File: config.mk
export PLATFORM = sky130hd
export DESIGN_NAME = crf_rx_filter
export DESIGN_NICKNAME = d
export VERILOG_FILES = /design/src/include/crf_pkg.sv /design/src/hw/crf_rx_filter.sv
export SDC_FILE = /design/constraint.sdc
export NUM_CORES = 1
export LEC_CHECK = 0
export ABC_AREA = 1
export BUFFER_PORTS_ARGS = -buffer_cell sky130_fd_sc_hd__buf_2
export CORE_ASPECT_RATIO = 1.2
export CORE_UTILIZATION = 30
export CTS_CLUSTER_DIAMETER = 200
export CTS_CLUSTER_SIZE = 20
export DETAILED_ROUTE_END_ITERATION = 10
export GPL_ROUTABILITY_DRIVEN = 0
export PLACE_DENSITY = 0.53
export REMOVE_ABC_BUFFERS = 1
export SETUP_SLACK_MARGIN = 0.15
export SLEW_MARGIN = 20
export SYNTH_ARGS = -nofsm -noshare
export SYNTH_HDL_FRONTEND = slang
export SYNTH_SLANG_ARGS = --single-unit
File: constraint.sdc
create_clock -name I_REF_CLK -period 1.3 [get_ports I_REF_CLK]
set_input_delay 0 -clock I_REF_CLK [delete_from_list [all_inputs] [get_ports I_REF_CLK]]
set_output_delay 0 -clock I_REF_CLK [all_outputs]
set_load 0.01 [all_outputs]
File: src/include/crf_pkg.sv
// Constants, field layout and types of the receive filter block.
// Assumes one clock domain and a 32-bit Avalon-MM register bus.
`default_nettype none
package crf_pkg;
   // ----------------------------------------------------------
   // Bus and register map
   // ----------------------------------------------------------
   localparam int ADDR_W = 4;
   localparam int DATA_W = 32;
   localparam int REG_W = 16;
   localparam int STD_W = 11;
   localparam int EXT_W = 2;
   localparam logic [ADDR_W-1:0] OFS_FILT = 4'h0;
   localparam logic [ADDR_W-1:0] OFS_MASK = 4'h4;
   localparam logic [ADDR_W-1:0] OFS_STAT = 4'h8;
   // ----------------------------------------------------------
   // Field positions
   // ----------------------------------------------------------
   localparam int STD_HI = 15;
   localparam int STD_LO = 5;
   localparam int EXT_EN_BIT = 3;
   localparam int EXT_HI = 1;
   localparam int EXT_LO = 0;
   localparam int STAT_HIT_BIT = 0;
   localparam int STAT_SEEN_BIT = 1;
   // Bits 4 and 2 are not implemented in either layout.
   localparam logic [REG_W-1:0] IMPL_BITS = 16'hFFEB;
   // ----------------------------------------------------------
   // Reset values
   // ----------------------------------------------------------
   localparam logic [REG_W-1:0] FILT_RST = 16'h0000;
   localparam logic [REG_W-1:0] MASK_RST = 16'hFFE3;
   localparam logic [DATA_W-1:0] RDATA_RST = 32'h0000_0000;
   // ----------------------------------------------------------
   // Bus handshake states
   // ----------------------------------------------------------
   typedef enum logic [0:0]
   {
      CRF_BUS_IDLE = 1'h0,
      CRF_BUS_ACK = 1'h1
   } crf_bus_t;
endpackage
`default_nettype wire

File: src/hw/crf_rx_filter.sv
// Standard-identifier acceptance filter with its mask and status registers.
// Assumes a synchronous Avalon-MM master and one message identifier per strobe.
`timescale 1ns/100ps
`default_nettype none
module crf_rx_filter
(
   input wire logic I_REF_CLK,
   input wire logic I_RST,
   input wire logic [crf_pkg::ADDR_W-1:0] I_AVS_ADDRESS,
   input wire logic I_AVS_READ,
   input wire logic I_AVS_WRITE,
   input wire logic [crf_pkg::DATA_W-1:0] I_AVS_WRITEDATA,
   input wire logic [3:0] I_AVS_BYTEENABLE,
   output logic [crf_pkg::DATA_W-1:0] O_AVS_READDATA,
   output logic O_AVS_WAITREQUEST,
   input wire logic I_MSG_VALID,
   input wire logic [crf_pkg::STD_W-1:0] I_MSG_STD_IDENT,
   input wire logic [crf_pkg::EXT_W-1:0] I_MSG_EXT_IDENT_HI,
   input wire logic I_MSG_IS_EXT,
   output logic O_FILTER_HIT,
   output logic O_HIT_VALID
);

   // ----------------------------------------------------------
   // State
   // ----------------------------------------------------------
   crf_pkg::crf_bus_t st_r;
   crf_pkg::crf_bus_t st_nxt;
   logic wait_r;
   logic wait_nxt;
   logic [crf_pkg::DATA_W-1:0] rdata_r;
   logic [crf_pkg::DATA_W-1:0] rdata_nxt;
   logic [crf_pkg::REG_W-1:0] filt_r;
   logic [crf_pkg::REG_W-1:0] filt_nxt;
   logic [crf_pkg::REG_W-1:0] mask_r;
   logic [crf_pkg::REG_W-1:0] mask_nxt;
   logic hit_r;
   logic hit_nxt;
   logic hvalid_r;
   logic hvalid_nxt;
   logic seen_r;
   logic seen_nxt;
   logic [crf_pkg::REG_W-1:0] wmask;
   logic [crf_pkg::REG_W-1:0] wval;
   logic [crf_pkg::STD_W-1:0] std_miss;
   logic [crf_pkg::EXT_W-1:0] ext_miss;
   logic std_ok;
   logic ext_ok;
   logic type_ok;
   logic hit_now;
   logic wr_done;

   // ----------------------------------------------------------
   // Identifier compare
   // ----------------------------------------------------------
   // A bit misses only where the mask enables it and the values differ.
   for (genvar g = 0; g < crf_pkg::STD_W; g++)
   begin : g_std
      assign std_miss[g] = mask_r[crf_pkg::STD_LO+g]
         & (I_MSG_STD_IDENT[g] ^ filt_r[crf_pkg::STD_LO+g]);
   end
   for (genvar e = 0; e < crf_pkg::EXT_W; e++)
   begin : g_ext
      assign ext_miss[e] = mask_r[crf_pkg::EXT_LO+e]
         & (I_MSG_EXT_IDENT_HI[e] ^ filt_r[crf_pkg::EXT_LO+e]);
   end

   always_comb
   begin
      std_ok = ~|std_miss;
      // Standard frames carry no bits 17..16, so they cannot miss there.
      ext_ok = ~I_MSG_IS_EXT | ~|ext_miss;
      if (mask_r[crf_pkg::EXT_EN_BIT])
      begin
         type_ok = filt_r[crf_pkg::EXT_EN_BIT] == I_MSG_IS_EXT;
      end
      else
      begin
         type_ok = 1'b1;
      end
      hit_now = std_ok & ext_ok & type_ok;
      hvalid_nxt = I_MSG_VALID;
      hit_nxt = hit_r;
      seen_nxt = seen_r;
      if (I_MSG_VALID)
      begin
         hit_nxt = hit_now;
         seen_nxt = 1'b1;
      end
   end

   // ----------------------------------------------------------
   // Register bus
   // ----------------------------------------------------------
   // One wait cycle on every access keeps read data straight from a flop.
   always_comb
   begin
      wr_done = I_AVS_WRITE & ~wait_r;
      wmask = {{8{I_AVS_BYTEENABLE[1]}}, {8{I_AVS_BYTEENABLE[0]}}}
         & crf_pkg::IMPL_BITS;
      wval = I_AVS_WRITEDATA[crf_pkg::REG_W-1:0] & wmask;
      filt_nxt = filt_r;
      mask_nxt = mask_r;
      if (wr_done && I_AVS_ADDRESS == crf_pkg::OFS_FILT)
      begin
         filt_nxt = (filt_r & ~wmask) | wval;
      end
      else if (wr_done && I_AVS_ADDRESS == crf_pkg::OFS_MASK)
      begin
         mask_nxt = (mask_r & ~wmask) | wval;
      end
      st_nxt = st_r;
      wait_nxt = 1'b1;
      rdata_nxt = rdata_r;
      case (st_r)
         crf_pkg::CRF_BUS_IDLE:
         begin
            if (I_AVS_READ || I_AVS_WRITE)
            begin
               st_nxt = crf_pkg::CRF_BUS_ACK;
               wait_nxt = 1'b0;
               rdata_nxt = crf_pkg::RDATA_RST;
               if (I_AVS_ADDRESS == crf_pkg::OFS_FILT)
               begin
                  rdata_nxt[crf_pkg::REG_W-1:0] = filt_r;
               end
               else if (I_AVS_ADDRESS == crf_pkg::OFS_MASK)
               begin
                  rdata_nxt[crf_pkg::REG_W-1:0] = mask_r;
               end
               else if (I_AVS_ADDRESS == crf_pkg::OFS_STAT)
               begin
                  rdata_nxt[crf_pkg::STAT_HIT_BIT] = hit_r;
                  rdata_nxt[crf_pkg::STAT_SEEN_BIT] = seen_r;
               end
            end
         end
         crf_pkg::CRF_BUS_ACK:
         begin
            st_nxt = crf_pkg::CRF_BUS_IDLE;
         end
         default:
         begin
            st_nxt = crf_pkg::CRF_BUS_IDLE;
         end
      endcase
   end

   // ----------------------------------------------------------
   // Flip-flops
   // ----------------------------------------------------------
   // The stored identifier is undefined in the silicon; zero keeps sims clean.
   always_ff @(posedge I_REF_CLK)
   begin
      if (I_RST)
      begin
         st_r <= crf_pkg::CRF_BUS_IDLE;
         wait_r <= 1'b1;
         rdata_r <= crf_pkg::RDATA_RST;
         filt_r <= crf_pkg::FILT_RST;
         mask_r <= crf_pkg::MASK_RST;
         hit_r <= 1'b0;
         hvalid_r <= 1'b0;
         seen_r <= 1'b0;
      end
      else
      begin
         st_r <= st_nxt;
         wait_r <= wait_nxt;
         rdata_r <= rdata_nxt;
         filt_r <= filt_nxt;
         mask_r <= mask_nxt;
         hit_r <= hit_nxt;
         hvalid_r <= hvalid_nxt;
         seen_r <= seen_nxt;
      end
   end

   assign O_AVS_READDATA = rdata_r;
   assign O_AVS_WAITREQUEST = wait_r;
   assign O_FILTER_HIT = hit_r;
   assign O_HIT_VALID = hvalid_r;
endmodule
`default_nettype wire

==> metrics.md <==
| Metric | Value |
|---|---|
| Clock transition at path regs | 90 ps |
| Yosys cell types | 23 |
| CTS sink cnt | 47 |
| Commonest non-fill, non-tap cell in the layout | nand2_1 |
| DRC | 0 |
| CTS tree | yes |
| Setup Crit Path Kind | flop to flop |
| Share of layout cells above drive strength 1 | around 28% |
| Root buf cell | clkbuf_8 |
| TritonCTS buffer count | 5 |
| PwrDens | 1010 nW/um^2 |
| Hold Crit Depth | 3 |
| Hold Crit Class | input pin to flop |
| Gr ovfl total | 0 |
| Post-synthesis sequential area ratio | slightly above 40% |
| FMAX | 858 MHz |
| Fin nets | 458 |
| Vias in the first global route | 2020 |
| R2R Setup Slk | between 100 and 150 ps |
| Max Buffers Root-to-Sink | 2 |
| Antenna diodes | 0 |
| Row count | 34 |
| Die W | between 80 and 90 um |
| Clock skew | ~9.4 ps |
| Synthesized flop and latch total | 47 |
| Final Hold Viols | 0 |
| CTS HTree Levels | 2 |
| Routed vias | 2181 |
| Initial antenna violation count | 0 |
| WP data arrival | roughly 1400 ps |
| Top cells by area, synth | dfxtp_1 (41%), nand2_1 (13%), buf_4 (6.2%) |
| Layout Area Growth over Synthesis | 32.7% |
| Mapped Area | 2280 sq um |
| # IOs | 94 |
| Core area | 7320 sq um |
| Total GRT Usage | between 10% and 20% |
| Maximum VDD drop | 0.433 mV |
| Largest net degree at the start of global routing | 42 |
| Leakage | roughly 1.5 nW |
| Status | finished, final reports clean |
| DRT Wirelength | just under 6000 um |
| Routed Antenna Nets | 0 |
| Worst-path fanout max | 8 |
| Synth Flop Type | dfxtp_1 |
| FFs w/ async S/R, synth | 0% |
| Initial DRC count | 91 |
| Post-synth EDFFs | 0 |
| Dpl hpwl | just under 4000 um |
| Die area | about 8000 sq um |
| Later-pin clock latency in the skew report | 310 ps |
| Post-DR wirelength/cell | between 10 and 15 um |
| Crit path capture type | flop |
| Critical Path RT | between 1500 and 2000 ps |
| Inst Count DP | around 460 |
| Count of buffers from port buffering | 55 |
| Area share of the largest cell type after synthesis | around 41% |
| Min Hold Slack | 12.1 ps |
| Synthesized instance count | 321 |
| Max Transition Viols Final | 0 |
| DRT Pass-1 Iters | 4 |
| R2r worst-path depth | 5 |
| Setup crit start kind | flop |
| DIE HEIGHT | between 90 and 100 um |
| # setup viols final | 0 |
| Final non-filler cell total | 490 |
| First-pass GRT wire length | around 9400 um |
| Hold Crit Start | I_AVS_BYTEENABLE[0] |
| Initial core utilization | 31.2% |
| Vias per cell | between 4 and 5 |
| RSZ-0062 raised after global routing | yes |
| Syn_area_per_cell | 7.11 sq um |
| Fillers | just under 800 |
| Max_cap viols | 0 |
| Most frequent cells in the layout | nand2_1 (76), buf_2 (55), dfxtp_1 (40) |
| Area leader, netlist | dfxtp_1 |
| Fin crit period | roughly 1200 ps |
| YS warnings | 0 |
| FF-to-FF Start | O_AVS_WAITREQUEST |
| Crit share post-route | between 80% and 90% |
power by group:
part | leakage, nW | switching (mW) | internal (mW)
registers | 0.386 | 0.0242 | 1.49
clock network | 0.0581 | 0.534 | 0.573
logic | 1.06 | 0.248 | 0.191
through the flow:
stage | worst slack, ps | power [mW] | setup TNS (ps) | utilization, % | cell area [sq um]
after floorplan | -315 | 1.74 | -4670 | - | 2150
after detailed placement | 25.3 | 1.93 | 0 | 35.9 | 2630
after CTS | 149 | 3.07 | 0 | 40.0 | 2930
after global placement | 95.6 | 1.92 | 0 | 35.9 | 2630
after global routing | 76.2 | 3.22 | 0 | 41.4 | 3030
final | 135 | 3.06 | 0 | 41.4 | 3030
routing by layer:
layer / vias to the layer above / global-route usage, % / part of all wire (%)
met1: 986 / 18.3 / 44
met3: 5 / 3.57 / 4.6
met4: 0 / 4.45 / 0.74
met5: - / 0 / 0
li1: 1138 / - / -
met2: 52 / 26.9 / 51
what timing repair did:
| item | in CTS | in global routing |
|---|---|---|
| endpoints found under the hold margin | 30 | 0 |
| setup buffers | 0 | 3 |
| cloned | 0 | 1 |
| pin swaps | 3 | 7 |
| resized for setup | 6 | 33 |
| hold buffers | 17 | 0 |
| setup endpoints to repair | 28 | 29 |
cell usage after synthesis (all sizes together), types with 3 or more instances:
master  number
buf         22
inv         39
or2          3
clkbuf       7
o221ai      12
a21oi       17
xor2         3
nand2       80
nand3       27
nor2        41
o21ai       20
dfxtp       47
area by class of cell:
type                    count  area [sq um]  share of cell area, %
flip-flops and latches     47           950                   31.4
clock buffers               5          68.8                   2.27
inverters                  39           146                   4.83
multi-input cells         224          1160                   38.3
clock inverters             3          43.8                   1.45
well taps                  90           113                   3.72
repair buffers             82           547                   18.1
logic make-up (layout without fill, tap and decap cells):
family	count (synthesis)	after routing	synth area share, %
flops	47	47	41.2
xor+xnor	3	3	1.15
other cells	1	18	0.164
buf+inv	68	129	15.0
simple gates	152	153	29.4
compound gates	50	50	13.0
worst max-delay path, stage by stage, from the launching register on:
cell and delay (ps):
dfxtp_2 360, nor3_4 280, buf_6 160, nand2_8 80, o21ai_1 130, a21oi_1 40
how the worst max path moves through the flow:
| stage | start | endpoint | cells past startpoint |
|---|---|---|---|
| 5_1_grt | O_AVS_WAITREQUEST | flop | 5 |
| 6_report | O_AVS_WAITREQUEST | flop | 5 |
| 4_1_cts | O_AVS_WAITREQUEST | flop | 4 |
| 2_1_floorplan | st_r | O_AVS_READDATA[10] | 4 |
| 3_3_place_gp | O_AVS_WAITREQUEST | flop | 4 |
| 3_5_place_dp | O_AVS_WAITREQUEST | flop | 4 |
Power figures use the tool's default switching activity.
